### src/core/ccmr_pkg.sv
// Constants for the charger compensation and misc control register pair.
// Assumes an I2C slave engine delivers decoded register accesses on SYS_CLK.
// Operation
// - Compensation resistance 10/20/40 mohm per bit, reset 000
// - Clamp bits 16/32/64 mV, 0-112 mV, reset 0
// - Thermal threshold 60/80/100/120 C, reset 11
// - Force detect bit self-clears when detection completes
// - Half-speed bit slows safety timer while limiting or thermal regulating
// - Switch-off bit turns battery switch transistor off
// - Warm band bit lowers charge target 200 mV
// - Mask bit1 gates charge fault interrupt
// - Mask bit0 gates battery fault interrupt
// - Misc register resets to 8'h4b
package ccmr_pkg;

  ////////////////////////////////////////////////////////////////////////////
  // Register addresses and reset values
  localparam logic [7:0] ADDR_IR_COMP_THERMAL_CTRL = 8'h06;
  localparam logic [7:0] ADDR_MISC_OPERATION_CTRL  = 8'h07;
  localparam logic [7:0] RST_IR_COMP_THERMAL_CTRL  = 8'h03;
  localparam logic [7:0] RST_MISC_OPERATION_CTRL   = 8'h4b;
  localparam logic [7:0] RDATA_UNMAPPED            = 8'h00;

  ////////////////////////////////////////////////////////////////////////////
  // Field positions, ir_comp_thermal_ctrl
  localparam int RES_MSB   = 7;
  localparam int RES_LSB   = 5;
  localparam int CLAMP_MSB = 4;
  localparam int CLAMP_LSB = 2;
  localparam int THERM_MSB = 1;
  localparam int THERM_LSB = 0;

  // Field positions, misc_operation_ctrl
  localparam int BIT_FORCE_DETECT = 7;
  localparam int BIT_HALF_SPEED   = 6;
  localparam int BIT_SWITCH_OFF   = 5;
  localparam int BIT_WARM_REDUCE  = 4;
  localparam int BIT_RSVD_ONE     = 3;
  localparam int BIT_RSVD_ZERO    = 2;
  localparam int BIT_MASK_CHARGE  = 1;
  localparam int BIT_MASK_BATTERY = 0;

  ////////////////////////////////////////////////////////////////////////////
  // Decoded setting weights
  localparam logic [6:0] RES_STEP_MOHM    = 7'h0a;  // 10 mohm per code step
  localparam logic [6:0] CLAMP_STEP_MV    = 7'h10;  // 16 mV per code step
  localparam logic [6:0] THERM_BASE_DEGC  = 7'h3c;  // 60 C at code 00
  localparam logic [6:0] THERM_STEP_DEGC  = 7'h14;  // 20 C per code step
  localparam logic [7:0] WARM_REDUCE_MV   = 8'hc8;  // 200 mV
  localparam logic [7:0] NO_REDUCE_MV     = 8'h00;

  ////////////////////////////////////////////////////////////////////////////
  // Safety timer base tick
  localparam int         CLK_PERIOD_PS    = 4000;
  localparam int         BASE_TICK_NS     = 1000;
  localparam int         BASE_TICK_CYCLES = (BASE_TICK_NS * 1000) / CLK_PERIOD_PS;
  localparam logic [9:0] BASE_TICK_LAST   = 10'(BASE_TICK_CYCLES - 1);

  // Synchronised input vector positions
  localparam int SYN_DETECT_DONE  = 0;
  localparam int SYN_CHARGE_FAULT = 1;
  localparam int SYN_BATT_FAULT   = 2;
  localparam int SYN_INPUT_LIMIT  = 3;
  localparam int SYN_THERMAL_REG  = 4;
  localparam int SYN_WARM_BAND    = 5;
  localparam int SYN_WIDTH        = 6;

endpackage

### src/core/ccmr_safety_tick.sv
// Safety timer tick generator with optional half-rate operation.
// Assumes slow_request already synchronised to SYS_CLK.
`timescale 1ns/1ps
module ccmr_safety_tick
  import ccmr_pkg::*;
(
  input  wire logic SYS_CLK,
  input  wire logic RESET,
  input  wire logic slow_request,
  output logic      tick
);

  logic [9:0] cnt_ff;
  logic [9:0] nxt_cnt;
  logic       phase_ff;
  logic       nxt_phase;
  logic       tick_ff;
  logic       nxt_tick;
  logic       base;

  ////////////////////////////////////////////////////////////////////////////
  // Base divider and half-rate gating
  always_comb begin
    base      = (cnt_ff == BASE_TICK_LAST);
    nxt_cnt   = base ? 10'h000 : cnt_ff + 10'h001;
    nxt_phase = phase_ff;
    nxt_tick  = 1'b0;
    if (base) begin
      nxt_phase = ~phase_ff;
      nxt_tick  = ~slow_request | phase_ff;
    end
  end

  always_ff @(posedge SYS_CLK) begin
    if (RESET) begin
      cnt_ff   <= 10'h000;
      phase_ff <= 1'b0;
      tick_ff  <= 1'b0;
    end else begin
      cnt_ff   <= nxt_cnt;
      phase_ff <= nxt_phase;
      tick_ff  <= nxt_tick;
    end
  end

  assign tick = tick_ff;

endmodule

### src/core/ccmr_regs.sv
// Compensation/thermal and misc operation control registers, with decoded
// settings, warm band target reduction, fault interrupt pulse and safety tick.
// Assumes an I2C slave engine on SYS_CLK issuing one-cycle read/write strobes;
// status levels come from the analog side and are synchronised here.
// Assumes the detection engine raises DETECT_DONE once per completed run.
`timescale 1ns/1ps
module ccmr_regs
  import ccmr_pkg::*;
(
  input  wire logic       SYS_CLK,
  input  wire logic       RESET,
  input  wire logic [7:0] REG_ADDR,
  input  wire logic       REG_WR,
  input  wire logic [7:0] REG_WDATA,
  input  wire logic       REG_RD,
  output logic      [7:0] REG_RDATA,
  input  wire logic       DETECT_DONE,
  input  wire logic       CHARGE_FAULT_FLAG,
  input  wire logic       BATTERY_FAULT_FLAG,
  input  wire logic       INPUT_POWER_LIMITING,
  input  wire logic       THERMAL_REGULATION,
  input  wire logic       WARM_BAND,
  output logic      [2:0] IR_COMP_RESISTANCE,
  output logic      [6:0] IR_COMP_RESISTANCE_MOHM,
  output logic      [2:0] IR_COMP_VOLTAGE_CLAMP,
  output logic      [6:0] IR_COMP_CLAMP_MV,
  output logic      [1:0] THERMAL_REG_THRESHOLD,
  output logic      [6:0] THERMAL_THRESHOLD_DEGC,
  output logic            FORCE_PORT_DETECT,
  output logic            BATTERY_SWITCH_OFF,
  output logic      [7:0] CHARGE_VOLTAGE_REDUCE_MV,
  output logic            SAFETY_TIMER_TICK,
  output logic            FAULT_INT
);

  // Status synchroniser chain and edge history
  logic [SYN_WIDTH-1:0] raw_in;
  logic [SYN_WIDTH-1:0] syn1_ff;
  logic [SYN_WIDTH-1:0] nxt_syn1;
  logic [SYN_WIDTH-1:0] syn2_ff;
  logic [SYN_WIDTH-1:0] nxt_syn2;
  logic [SYN_WIDTH-1:0] prev_ff;
  logic [SYN_WIDTH-1:0] nxt_prev;

  // Register images and read data
  logic [7:0]           comp_ff;
  logic [7:0]           nxt_comp;
  logic [7:0]           misc_ff;
  logic [7:0]           nxt_misc;
  logic [7:0]           rdata_ff;
  logic [7:0]           nxt_rdata;

  // Decoded settings and interrupt pulse
  logic [6:0]           res_mohm_ff;
  logic [6:0]           nxt_res_mohm;
  logic [6:0]           clamp_mv_ff;
  logic [6:0]           nxt_clamp_mv;
  logic [6:0]           therm_degc_ff;
  logic [6:0]           nxt_therm_degc;
  logic [7:0]           reduce_ff;
  logic [7:0]           nxt_reduce;
  logic                 int_ff;
  logic                 nxt_int;

  // Decoded strobes and events
  logic                 wr_comp;
  logic                 wr_misc;
  logic                 detect_done_rise;
  logic                 charge_fault_rise;
  logic                 batt_fault_rise;
  logic                 slow_request;

  ////////////////////////////////////////////////////////////////////////////
  // Two-stage synchronisers for analog status levels
  assign raw_in = {WARM_BAND, THERMAL_REGULATION, INPUT_POWER_LIMITING,
                   BATTERY_FAULT_FLAG, CHARGE_FAULT_FLAG, DETECT_DONE};

  // Next stage values; only stage 2 reads stage 1
  assign nxt_syn1 = raw_in;
  assign nxt_syn2 = syn1_ff;
  assign nxt_prev = syn2_ff;

  genvar gi;
  generate
    for (gi = 0; gi < SYN_WIDTH; gi++) begin : g_sync
      // One flop per stage per status bit
      always_ff @(posedge SYS_CLK) begin
        if (RESET) begin
          syn1_ff[gi] <= 1'b0;
          syn2_ff[gi] <= 1'b0;
          prev_ff[gi] <= 1'b0;
        end else begin
          syn1_ff[gi] <= nxt_syn1[gi];
          syn2_ff[gi] <= nxt_syn2[gi];
          prev_ff[gi] <= nxt_prev[gi];
        end
      end
    end
  endgenerate

  // Rising edges of synchronised levels
  assign detect_done_rise  = syn2_ff[SYN_DETECT_DONE]  & ~prev_ff[SYN_DETECT_DONE];
  assign charge_fault_rise = syn2_ff[SYN_CHARGE_FAULT] & ~prev_ff[SYN_CHARGE_FAULT];
  assign batt_fault_rise   = syn2_ff[SYN_BATT_FAULT]   & ~prev_ff[SYN_BATT_FAULT];

  ////////////////////////////////////////////////////////////////////////////
  // Register writes and reads
  assign wr_comp = REG_WR & (REG_ADDR == ADDR_IR_COMP_THERMAL_CTRL);
  assign wr_misc = REG_WR & (REG_ADDR == ADDR_MISC_OPERATION_CTRL);

  // Next register images: host writes and detect self-clear
  always_comb begin
    nxt_comp = wr_comp ? REG_WDATA : comp_ff;
    // misc bits hold written value, except force detect, which clears on detection done
    nxt_misc = wr_misc ? REG_WDATA : misc_ff;
    if (detect_done_rise && !(wr_misc && REG_WDATA[BIT_FORCE_DETECT])) begin
      nxt_misc[BIT_FORCE_DETECT] = 1'b0;
    end
  end

  // Register images, loaded with their reset values
  always_ff @(posedge SYS_CLK) begin
    if (RESET) begin
      comp_ff <= RST_IR_COMP_THERMAL_CTRL;
      misc_ff <= RST_MISC_OPERATION_CTRL;
    end else begin
      comp_ff <= nxt_comp;
      misc_ff <= nxt_misc;
    end
  end

  // Read mux; a read in a write cycle returns the old image
  always_comb begin
    nxt_rdata = rdata_ff;
    if (REG_RD) begin
      unique case (REG_ADDR)
        ADDR_IR_COMP_THERMAL_CTRL: nxt_rdata = comp_ff;
        ADDR_MISC_OPERATION_CTRL:  nxt_rdata = misc_ff;
        default:                   nxt_rdata = RDATA_UNMAPPED;
      endcase
    end
  end

  // Read data holds until the next read strobe
  always_ff @(posedge SYS_CLK) begin
    if (RESET) begin
      rdata_ff <= RDATA_UNMAPPED;
    end else begin
      rdata_ff <= nxt_rdata;
    end
  end

  ////////////////////////////////////////////////////////////////////////////
  // Decoded settings and fault interrupt
  always_comb begin
    // binary weighted resistance, 10 mohm step
    nxt_res_mohm  = 7'(RES_STEP_MOHM * 7'(comp_ff[RES_MSB:RES_LSB]));
    nxt_clamp_mv  = 7'(CLAMP_STEP_MV * 7'(comp_ff[CLAMP_MSB:CLAMP_LSB]));
    nxt_therm_degc = 7'(THERM_BASE_DEGC + THERM_STEP_DEGC * 7'(comp_ff[THERM_MSB:THERM_LSB]));
    nxt_reduce    = (syn2_ff[SYN_WARM_BAND] && misc_ff[BIT_WARM_REDUCE]) ? WARM_REDUCE_MV : NO_REDUCE_MV;
    nxt_int       = charge_fault_rise & misc_ff[BIT_MASK_CHARGE];
    if (batt_fault_rise && misc_ff[BIT_MASK_BATTERY]) begin
      nxt_int = 1'b1;
    end
  end

  // Decoded outputs lag their field by one cycle
  always_ff @(posedge SYS_CLK) begin
    if (RESET) begin
      res_mohm_ff   <= 7'h00;
      clamp_mv_ff   <= 7'h00;
      therm_degc_ff <= 7'h00;
      reduce_ff     <= NO_REDUCE_MV;
      int_ff        <= 1'b0;
    end else begin
      res_mohm_ff   <= nxt_res_mohm;
      clamp_mv_ff   <= nxt_clamp_mv;
      therm_degc_ff <= nxt_therm_degc;
      reduce_ff     <= nxt_reduce;
      int_ff        <= nxt_int;
    end
  end

  ////////////////////////////////////////////////////////////////////////////
  // Safety timer tick
  // slow only while limiting or regulating
  assign slow_request = misc_ff[BIT_HALF_SPEED] &
                        (syn2_ff[SYN_INPUT_LIMIT] | syn2_ff[SYN_THERMAL_REG]);

  // Base divider with half-rate gating
  ccmr_safety_tick i_ccmr_safety_tick (
    .SYS_CLK      (SYS_CLK),
    .RESET        (RESET),
    .slow_request (slow_request),
    .tick         (SAFETY_TIMER_TICK)
  );

  ////////////////////////////////////////////////////////////////////////////
  // Output drive
  assign REG_RDATA                = rdata_ff;
  assign IR_COMP_RESISTANCE       = comp_ff[RES_MSB:RES_LSB];
  assign IR_COMP_VOLTAGE_CLAMP    = comp_ff[CLAMP_MSB:CLAMP_LSB];
  assign THERMAL_REG_THRESHOLD    = comp_ff[THERM_MSB:THERM_LSB];

  // Decoded values, registered
  assign IR_COMP_RESISTANCE_MOHM  = res_mohm_ff;
  assign IR_COMP_CLAMP_MV         = clamp_mv_ff;
  assign THERMAL_THRESHOLD_DEGC   = therm_degc_ff;

  // Misc control levels and pulses
  assign FORCE_PORT_DETECT        = misc_ff[BIT_FORCE_DETECT];
  assign BATTERY_SWITCH_OFF       = misc_ff[BIT_SWITCH_OFF];
  assign CHARGE_VOLTAGE_REDUCE_MV = reduce_ff;
  assign FAULT_INT                = int_ff;

endmodule

### config.mk
export PLATFORM = sky130hd
export DESIGN_NAME = ccmr_regs
export DESIGN_NICKNAME = d
export VERILOG_FILES = /design/src/core/ccmr_pkg.sv /design/src/core/ccmr_safety_tick.sv /design/src/core/ccmr_regs.sv
export SDC_FILE = /design/constraint.sdc
export NUM_CORES = 1
export LEC_CHECK = 0
export ABC_AREA = 1
export BUFFER_PORTS_ARGS = -buffer_cell sky130_fd_sc_hd__buf_2
export CAP_MARGIN = 20
export CORE_MARGIN = 10
export CORE_UTILIZATION = 45
export CTS_BUF_LIST = sky130_fd_sc_hd__clkbuf_16
export CTS_CLUSTER_SIZE = 20
export DETAILED_ROUTE_END_ITERATION = 8
export PLACE_DENSITY = 0.72
export SETUP_SLACK_MARGIN = 0.2
export SLEW_MARGIN = 20
export SYNTH_ARGS = -nofsm -noshare
export SYNTH_HDL_FRONTEND = slang
export SYNTH_HIERARCHICAL = 1
export SYNTH_SLANG_ARGS = --single-unit
### constraint.sdc
create_clock -name SYS_CLK -period 3.48 [get_ports SYS_CLK]
set_input_delay 0 -clock SYS_CLK [delete_from_list [all_inputs] [get_ports SYS_CLK]]
set_output_delay 0 -clock SYS_CLK [all_outputs]
set_load 0.05 [all_outputs]
==> results of run 1 <==
## stage by stage
step | worst slack [ns] | total power (W) | area, um2 | std cells
2_1_floorplan | 2.03 | 0.000935 | 2960 | 399
3_3_place_gp | 1.94 | 0.000956 | 3190 | 512
3_5_place_dp | 1.90 | 0.000959 | 3190 | 512
4_1_cts | 2.21 | 0.00181 | 3600 | 541
5_1_grt | 2.05 | 0.00186 | 3600 | 541
6_report | 2.22 | 0.00179 | 3600 | 541
## Yosys cell counts
master	instances
ha_1	8
conb_1	1
o31ai_1	1
clkinv_1	1
nand2_4	2
buf_6	1
nand3_4	1
inv_1	70
o21ai_0	1
o21a_1	1
nor2_2	3
nand4_1	2
nand3_2	2
nor2_8	2
nand2_1	62
buf_4	18
nand2_2	3
xnor2_1	4
nor2_4	3
buf_1	2
nor2_1	77
nor3_1	2
nand3b_1	2
nand3_1	41
clkbuf_1	3
dfxtp_1	67
buf_2	2
a21oi_1	3
inv_2	1
a21oi_2	2
## sequential cells by signal (all words and copies together) (netlist names)
signal,cells
i_ccmr_safety_tick/cnt_ff,10
REG_RDATA,8
comp_ff,8
misc_ff,8
IR_COMP_RESISTANCE_MOHM,6
nxt_prev,6
nxt_syn2,6
THERMAL_THRESHOLD_DEGC,5
IR_COMP_CLAMP_MV,3
prev_ff,3
CHARGE_VOLTAGE_REDUCE_MV,1
FAULT_INT,1
i_ccmr_safety_tick/phase_ff,1
i_ccmr_safety_tick/tick,1
## worst max path at each step
stage               start                    endpoint  slack [ns]  depth (start not counted)
6_report       comp_ff[5]  IR_COMP_RESISTANCE_MOHM[5]        2.22                          5
5_1_grt             RESET                   FAULT_INT        2.05                          4
4_1_cts        comp_ff[5]  IR_COMP_RESISTANCE_MOHM[5]        2.21                          5
3_5_place_dp        RESET                   FAULT_INT        1.90                          4
3_3_place_gp        RESET                   FAULT_INT        1.94                          4
2_1_floorplan  comp_ff[7]  IR_COMP_RESISTANCE_MOHM[5]        2.03                          5
## what timing repair did
| action | in CTS | in global routing |
|---|---|---|
| hold endpoints to repair | 16 | 0 |
| hold buffers | 14 | 0 |
| setup endpoints to repair | 0 | 0 |
## area by class of cell
cell class,count,area (um2)
Sequential cell,67,1340
Inverter,72,270
Tap cell,77,96.3
Fill cell,613,2710
Timing Repair Buffer,76,450
Clock buffer,9,225
Multi-Input combinational cell,234,1170
Clock inverter,6,50.0
## logic make-up (layout without fill, tap and decap cells)
group                    after synthesis  after routing  share of synthesized area
AND/OR/NAND/NOR                      202            202                      0.321
buffers and inverters                 98            163                      0.153
flip-flops                            67             67                      0.460
adder cells (fa/ha/maj)                8              8                     0.0344
AO/OA/AOI/OAI                          8              8                     0.0180
XOR/XNOR                               4              4                     0.0120
other                                  1             12                    0.00129
## worst max-delay path, stage by stage (launching register included)
cell and delay, ns:
dfxtp_1 0.36, ha_1 0.22, ha_1 0.18, ha_1 0.27, inv_1 0.06, nor2_1 0.04
## power breakdown
part	total, W	internal, W	switching, W
registers	0.000795	0.000787	0.00000850
clock network	0.000837	0.000538	0.000299
logic	0.000159	0.0000454	0.000114
## cells in the final DEF (no fill, tap or decap), types with 8 or more instances in the layout
cell	Yosys	routed
inv_1	70	72
buf_2	2	62
nor2_1	77	77
nand2_1	62	62
conb_1	1	12
dfxtp_1	67	67
ha_1	8	8
nand3_1	41	41
clkbuf_16	0	9
dlygate4sd3_1	0	14
## layer usage
layer,wire length [um],GRT usage,share of wire
met5,0,0,0
met4,86,0.0641,0.013
met3,483,0.0569,0.076
met2,3040,0.217,0.48
met1,2770,0.141,0.43
==> metrics, run 1 <==
setup bufs post-CTS 0; skew final 0.00475 ns; # nets final 494; worst slew pin tran 0.693 ns; CTS tree done; Die ar. 10100 um2; Hold EP REG_RDATA[0]; Yosys reg bits 67; maxcap violations 0; Register-to-Register Path Depth 5; Final Max Tran Viols 0; DRT antenna net count 0; Crit Path Max Fanout 4; fin crit share 0.361; Sum Neg Setup Slack 0 ns; DRC violations left 0; Rows 29; Total Wirelength 6380 um; status finished clean; post-detail-place hpwl 4640 um; RSZ-0062 raised after global routing no; post-layout util 0.571; I/O Buffers 62; critical path class flop to flop; Die X 100 um; Gates resized, CTS repair 0; Cells after Synth 388; Total GRT Usage 0.131; Leak 1.89 nW; fmax 796 MHz; CTS sink cnt 67; post-synthesis sequential area ratio 0.460; Synth Cell Area 2910 um2; worst hold slack 0.103 ns; Slew Limit Headroom 0.538; routability cong. 0.860; WP data arrival 1.44 ns; hold path start REG_RD; ranking of synthesized cells by area dfxtp_1 46%, nor2_1 9.9%, inv_1 9.0%; final hold violations 0; DR pass1 iterations 5; CTS Buf Count 9; CTS root buf clkbuf_16; Synth top area share 0.460; initial antenna violation count 0; Initial Utilization 0.462; Area growth, synth to finish 23.6%; r2r endpoint IR_COMP_RESISTANCE_MOHM[5]; Mean Syn Cell Area 7.51 um2; largest net degree at the start of global routing 41; first-pass GRT wire length 10700 um; core area 6310 um2; YS warnings 6; reg-to-reg setup timing slack 2.22 ns; drt initial violations 108; CP required 3.66 ns; CP startpoint kind flop; Yosys cell types 30; vias in the first global route 2446; Setup crit end kind flop; Avg WL per Cell 11.8 um; min cycle time layout 1.26 ns; worst skew pair latency 0.32 ns; Hold Path Stages 4; Pwr Density 497 nW/um2; # IOs 75; r2r startpoint comp_ff[5]; DR vias 2429; H-tree lvl count 3; clock buffer depth 2; total congestion overflow 0; die height 100 um; Worst Hold Class input port to flop; final setup fails 0; Reg clk slew, reported paths 0.05 ns; ant diodes 0; Synth area leader dfxtp_1; layout cells sized above 1 0.198; Max rail drop VDD 0.000347 V; Via density 4.49
Note: power is estimated with default switching activity, not from simulation.
==> inputs of run 2 (changes only) <==
==> constraint.sdc (replaced) <==
create_clock -name SYS_CLK -period 1.2 [get_ports SYS_CLK]
set_input_delay 0 -clock SYS_CLK [delete_from_list [all_inputs] [get_ports SYS_CLK]]
set_output_delay 0 -clock SYS_CLK [all_outputs]
set_load 0.05 [all_outputs]
==> run 2 against run 1 <==
  * Clock-buffer cell count stayed put
  * Non-clock buffer count is 5 higher
  * Core utilization is 2.9 points higher
  * Combinational power grew to 3.1 times the previous value
  * Die area unchanged
  * Wire length rose by 0.99%
  * Fmax increased by 14%
  * Critical endpoint unchanged
  * Largest power group is now sequential cells
==> metrics, run 2 (synthesis results as in run 1) <==
status finished clean; die height 100 um (unchanged); post-detail-place hpwl 4700 um (+1.1%); max FFs per register 10 (unchanged); H-tree lvl count 3 (unchanged); vias in the first global route 2355 (-3.7%); critical path class flop to flop; Hold EP IR_COMP_RESISTANCE_MOHM[5]; first-pass GRT wire length 10600 um (-0.39%); CP required 1.46 ns (-2.20 ns); Rows 29 (unchanged); commonest non-fill, non-tap cell in the layout nor2_1; Setup crit end kind flop; DR vias 2440 (+0.45%); CP max stage delay 0.36 ns (about the same); Hold Path Stages 3 (-1); Crit Path Max Fanout 5 (+1); layout cells sized above 1 0.268 (+0.0692); Total Wirelength 6440 um (+0.99%); CTS tree done; CTS sink cnt 67 (unchanged); CP startpoint kind flop; CP top delay family adder cells; total power 0.00502 W (+180%); DRC violations left 0 (unchanged); ant diodes 0 (unchanged); # nets final 500 (+1.2%); Via density 4.45 (-0.83%); Total GRT Usage 0.130 (-0.000863); r2r startpoint comp_ff[7]; min cycle time layout 1.10 ns (-0.157 ns); Leak 1.91 nW (+0.99%); skew final 0.00412 ns (-0.000627 ns); # IOs 75 (unchanged); core area 6310 um2 (unchanged); initial antenna violation count 0 (unchanged); reg-to-reg setup timing slack 0.1 ns (-2.12 ns); r2r endpoint IR_COMP_RESISTANCE_MOHM[5]; Final Max Tran Viols 0 (unchanged); fin crit share 0.917 (+0.556); Slowest-stage cell, CP dfxtp_4; Max rail drop VDD 0.00111 V (+220%); Pwr Density 1330 nW/um2 (+170%); fmax 909 MHz (+14%); drt initial violations 112 (+3.7%); clock buffer depth 2 (unchanged); I/O Buffers 62 (unchanged); Die ar. 10100 um2 (unchanged); RSZ-0062 raised after global routing yes; Biggest register i_ccmr_safety_tick/cnt_ff; hold path start RESET; commonest cells after routing, fill and taps aside 74 x nor2_1, 68 x inv_1, 62 x nand2_1, 60 x buf_2, 54 x dfxtp_1; total congestion overflow 0 (unchanged); Worst Path Buf+Inv 1 (unchanged); largest net degree at the start of global routing 40 (-2.4%); Register-to-Register Path Depth 5 (unchanged); Avg WL per Cell 11.8 um (-0.30%); Sum Neg Setup Slack 0 ns (unchanged); Die X 100 um (unchanged); final hold violations 0 (unchanged); CTS root buf clkbuf_16; CTS Buf Count 9 (unchanged); final setup fails 0 (unchanged); Worst Hold Class input port to flop; Initial Utilization 0.462 (unchanged); WP data arrival 1.36 ns (-0.08 ns); DRT antenna net count 0 (unchanged); routability cong. 0.816 (-5.2%); Area growth, synth to finish 29.8%; CP cell instances ha_4 -> ha_4 -> ha_4 -> inv_2 -> nor2_2; maxcap violations 0 (unchanged); DR pass1 iterations 4 (-1); Reg clk slew, reported paths 0.05 ns (about the same); most used cell, CP ha_4; worst skew pair latency 0.33 ns (about the same)
[run 2: area by class of cell]
type / count / area (um2)
clock buffers: 9 / 225
well taps: 77 / 96.3
multi-input cells: 235 / 1280
fillers: 588 / 2530
flip-flops and latches: 67 / 1370
clock inverters: 7 / 27.5
repair buffers: 81 / 509
inverters: 72 / 275
[run 2: repair_timing]
item                                   in CTS  in global routing
gates resized for setup                    14                  8
pin swaps                                   6                  5
endpoints found under the hold margin      16                  0
setup buffers                               1                  0
cloned                                      1                  0
setup endpoints to repair                  16                 15
hold buffers                               14                  0
[run 2: through the flow]
step	cells	hold slack, ns	utilization	worst slack, ns	cell area [um2]
final	548	0.0985	0.599	0.100	3780
after global routing	548	0.122	0.599	0.0644	3780
after floorplan	399	0.107	-	0.0553	3040
after CTS	548	0.0890	0.597	0.122	3770
after detailed placement	516	0.207	0.525	0.113	3310
after global placement	516	0.201	0.525	0.133	3310
[run 2: worst max-delay path by stage]
stage                                 startpoint                      endpoint  depth (start not counted)  slack [ns]
floorplan                             comp_ff[7]    IR_COMP_RESISTANCE_MOHM[5]                          5        0.06
global placement                      comp_ff[7]    IR_COMP_RESISTANCE_MOHM[5]                          5        0.13
detailed placement  i_ccmr_safety_tick/cnt_ff[5]  i_ccmr_safety_tick/cnt_ff[8]                          5        0.11
CTS                                   comp_ff[7]    IR_COMP_RESISTANCE_MOHM[5]                          5        0.12
global route                          comp_ff[7]    IR_COMP_RESISTANCE_MOHM[5]                          5        0.06
finish                                comp_ff[7]    IR_COMP_RESISTANCE_MOHM[5]                          5         0.1
[run 2: worst register-to-register path, stage by stage, from the launching register on]
cell and delay [ns]:
dfxtp_4 0.36, ha_4 0.16, ha_4 0.15, ha_4 0.25, inv_2 0.03, nor2_2 0.08
[run 2: where the power goes]
group / switching [W] / leakage [nW] / internal (W)
combinational: 0.000343 / 1.23 / 0.000153
clock: 0.000871 / 0.132 / 0.00135
sequential: 0.0000315 / 0.552 / 0.00228
total: 0.00125 / 1.91 / 0.00378
[run 2: metal layers]
layer	share of wire	vias up	global-route usage
li1	-	1291	-
met1	0.42	1071	0.141
met2	0.48	67	0.215
met3	0.075	11	0.0439
met4	0.026	0	0.0815
met5	0	-	0
==> inputs of run 3 (changes only) <==
--- a/config.mk
+++ b/config.mk
@@ -13,7 +13,7 @@
 export CTS_BUF_LIST = sky130_fd_sc_hd__clkbuf_16
 export CTS_CLUSTER_SIZE = 20
 export DETAILED_ROUTE_END_ITERATION = 8
-export PLACE_DENSITY = 0.72
+export PLACE_DENSITY = 0.7
 export SETUP_SLACK_MARGIN = 0.2
 export SLEW_MARGIN = 20
 export SYNTH_ARGS = -nofsm -noshare
==> constraint.sdc (replaced) <==
create_clock -name SYS_CLK -period 1.2 [get_ports SYS_CLK]
set_input_delay 0 -clock SYS_CLK [delete_from_list [all_inputs] [get_ports SYS_CLK]]
set_output_delay 0 -clock SYS_CLK [all_outputs]
set_load 0.02 [all_outputs]
==> run 3 against run 2 <==
  * Sequential power about the same
  * Clock power grew 8%
  * Cell area grew 0.23%
  * Clock-buffer cell count stayed put
  * Hold slack worse by 0.0039 ns
  * Combinational power fell by 20%
  * Cell count up 0.18%
  * First-iteration DRC count shrank 41%
  * Critical path type unchanged
  * Largest cell class unchanged
==> metrics, run 3 (synthesis results as in run 1) <==
clock buffer depth 2 (unchanged); Avg WL per Cell 11.6 um (-0.90%); r2r startpoint i_ccmr_safety_tick/cnt_ff[0]; commonest non-fill, non-tap cell in the layout nor2_1; Die X 100 um (unchanged); Final Max Tran Viols 0 (unchanged); Reg clk slew, reported paths 0.05 ns (about the same); DRT antenna net count 0 (unchanged); fin crit share 0.899 (-0.0174); Pwr Density 1350 nW/um2 (+1.4%); DR pass1 iterations 4 (unchanged); min cycle time layout 1.08 ns (-0.0209 ns); WP data arrival 1.29 ns (-0.07 ns); Hold EP REG_RDATA[4]; CP startpoint kind flop; maxcap violations 0 (unchanged); drt initial violations 66 (-41%); hold path start REG_RD; CTS root buf clkbuf_16; Layout fillers 587 (-0.17%); Total Wirelength 6400 um (-0.71%); H-tree lvl count 3 (unchanged); die height 100 um (unchanged); CTS Buf Count 9 (unchanged); # nets final 502 (+0.40%); core area 6310 um2 (unchanged); commonest cells after routing, fill and taps aside 74 x nor2_1, 67 x inv_1, 61 x nand2_1, 60 x buf_2, 57 x dfxtp_1; r2r endpoint i_ccmr_safety_tick/cnt_ff[2]; Crit Path Max Fanout 5 (unchanged); Leak 1.93 nW (+0.72%); Register-to-Register Path Depth 6 (+1); Die ar. 10100 um2 (unchanged); skew final 0.00416 ns (+0.0000340 ns); Initial Utilization 0.462 (unchanged); DRC violations left 0 (unchanged); total congestion overflow 0 (unchanged); post-layout util 0.601 (+0.00139); initial antenna violation count 0 (unchanged); worst skew pair latency 0.32 ns (about the same); layout cells sized above 1 0.265 (-0.00269); fmax 927 MHz (+1.9%); post-detail-place hpwl 4770 um (+1.5%); ant diodes 0 (unchanged); Worst Hold Class input port to flop; routability cong. 0.799 (-2.0%); Total GRT Usage 0.131 (+0.000907); I/O Buffers 62 (unchanged); Biggest register i_ccmr_safety_tick/cnt_ff; CP required 1.41 ns (-0.05 ns); RSZ-0062 raised after global routing yes; reg-to-reg setup timing slack 0.12 ns (+0.02 ns); max FFs per register 10 (unchanged); Area growth, synth to finish 30.1%; Hold Path Stages 4 (+1); Max rail drop VDD 0.00105 V (-5.6%); # IOs 75 (unchanged); first-pass GRT wire length 10700 um (+0.65%); status finished clean; critical path class flop to flop; Setup crit end kind flop; CTS sink cnt 67 (unchanged); vias in the first global route 2356 (+0.042%); Rows 29 (unchanged); final hold violations 0 (unchanged); largest net degree at the start of global routing 24 (-40%); final setup fails 0 (unchanged); CTS tree done; Via density 4.42 (-0.71%); Sum Neg Setup Slack 0 ns (unchanged); DR vias 2427 (-0.53%)
## run 3: repair_timing
item	4_1_cts	5_1_grt
hold buffers	14	0
buffers inserted	1	1
endpoints found under the setup margin	14	17
gates cloned	1	0
pin swaps	5	3
gates resized for setup	9	11
hold endpoints to repair	16	0
## run 3: area by class of cell
cell class,count,area (um2),area share
Clock buffer,9,225,0.0594
Clock inverter,6,48.8,0.0129
Inverter,72,275,0.0726
Multi-Input combinational cell,235,1280,0.337
Sequential cell,67,1360,0.359
Tap cell,77,96.3,0.0254
Timing Repair Buffer,83,508,0.134
## run 3: worst max-delay path, stage by stage (launching register included)
cell and delay (ns):
dfxtp_4 0.39, ha_4 0.15, inv_4 0.04, nor2_4 0.09, nand3_4 0.11, nand2_4 0.13, nor2_1 0.05
## run 3: routing by layer
metal  part of all wire  wire, um  vias to the layer above  global-route usage
met5                  0         0                        -                   0
met4              0.020       129                        0              0.0554
met3              0.086       553                       14              0.0631
met2               0.48      3100                       59               0.216
met1               0.41      2620                     1066               0.141
li1                   -         -                     1288                   -
## run 3: report_power, final
part	internal [W]	leakage, nW	total, W	switching (W)
clock	0.00155	0.137	0.00239	0.000838
combinational	0.000152	1.24	0.000397	0.000245
sequential	0.00228	0.551	0.00231	0.0000312
## run 3: stage by stage
step | cells | hold slack (ns) | area, um2 | total power, W | worst slack (ns)
CTS | 548 | 0.0868 | 3760 | 0.00515 | 0.119
detailed placement | 517 | 0.206 | 3300 | 0.00270 | 0.103
global placement | 517 | 0.201 | 3300 | 0.00269 | 0.127
floorplan | 399 | 0.107 | 3030 | 0.00262 | 0.101
finish | 549 | 0.0946 | 3790 | 0.00510 | 0.121
global route | 549 | 0.129 | 3790 | 0.00531 | 0.0658
## run 3: worst max path at each step
| stage | startpoint | end | slack, ns | depth (start not counted) |
|---|---|---|---|---|
| after detailed placement | comp_ff[7] | IR_COMP_RESISTANCE_MOHM[5] | 0.10 | 5 |
| after global placement | comp_ff[7] | IR_COMP_RESISTANCE_MOHM[5] | 0.13 | 5 |
| after global routing | i_ccmr_safety_tick/cnt_ff[0] | i_ccmr_safety_tick/cnt_ff[2] | 0.07 | 6 |
| final | i_ccmr_safety_tick/cnt_ff[0] | i_ccmr_safety_tick/cnt_ff[2] | 0.12 | 6 |
| after floorplan | comp_ff[7] | IR_COMP_RESISTANCE_MOHM[5] | 0.10 | 5 |
| after CTS | comp_ff[7] | IR_COMP_RESISTANCE_MOHM[5] | 0.12 | 5 |
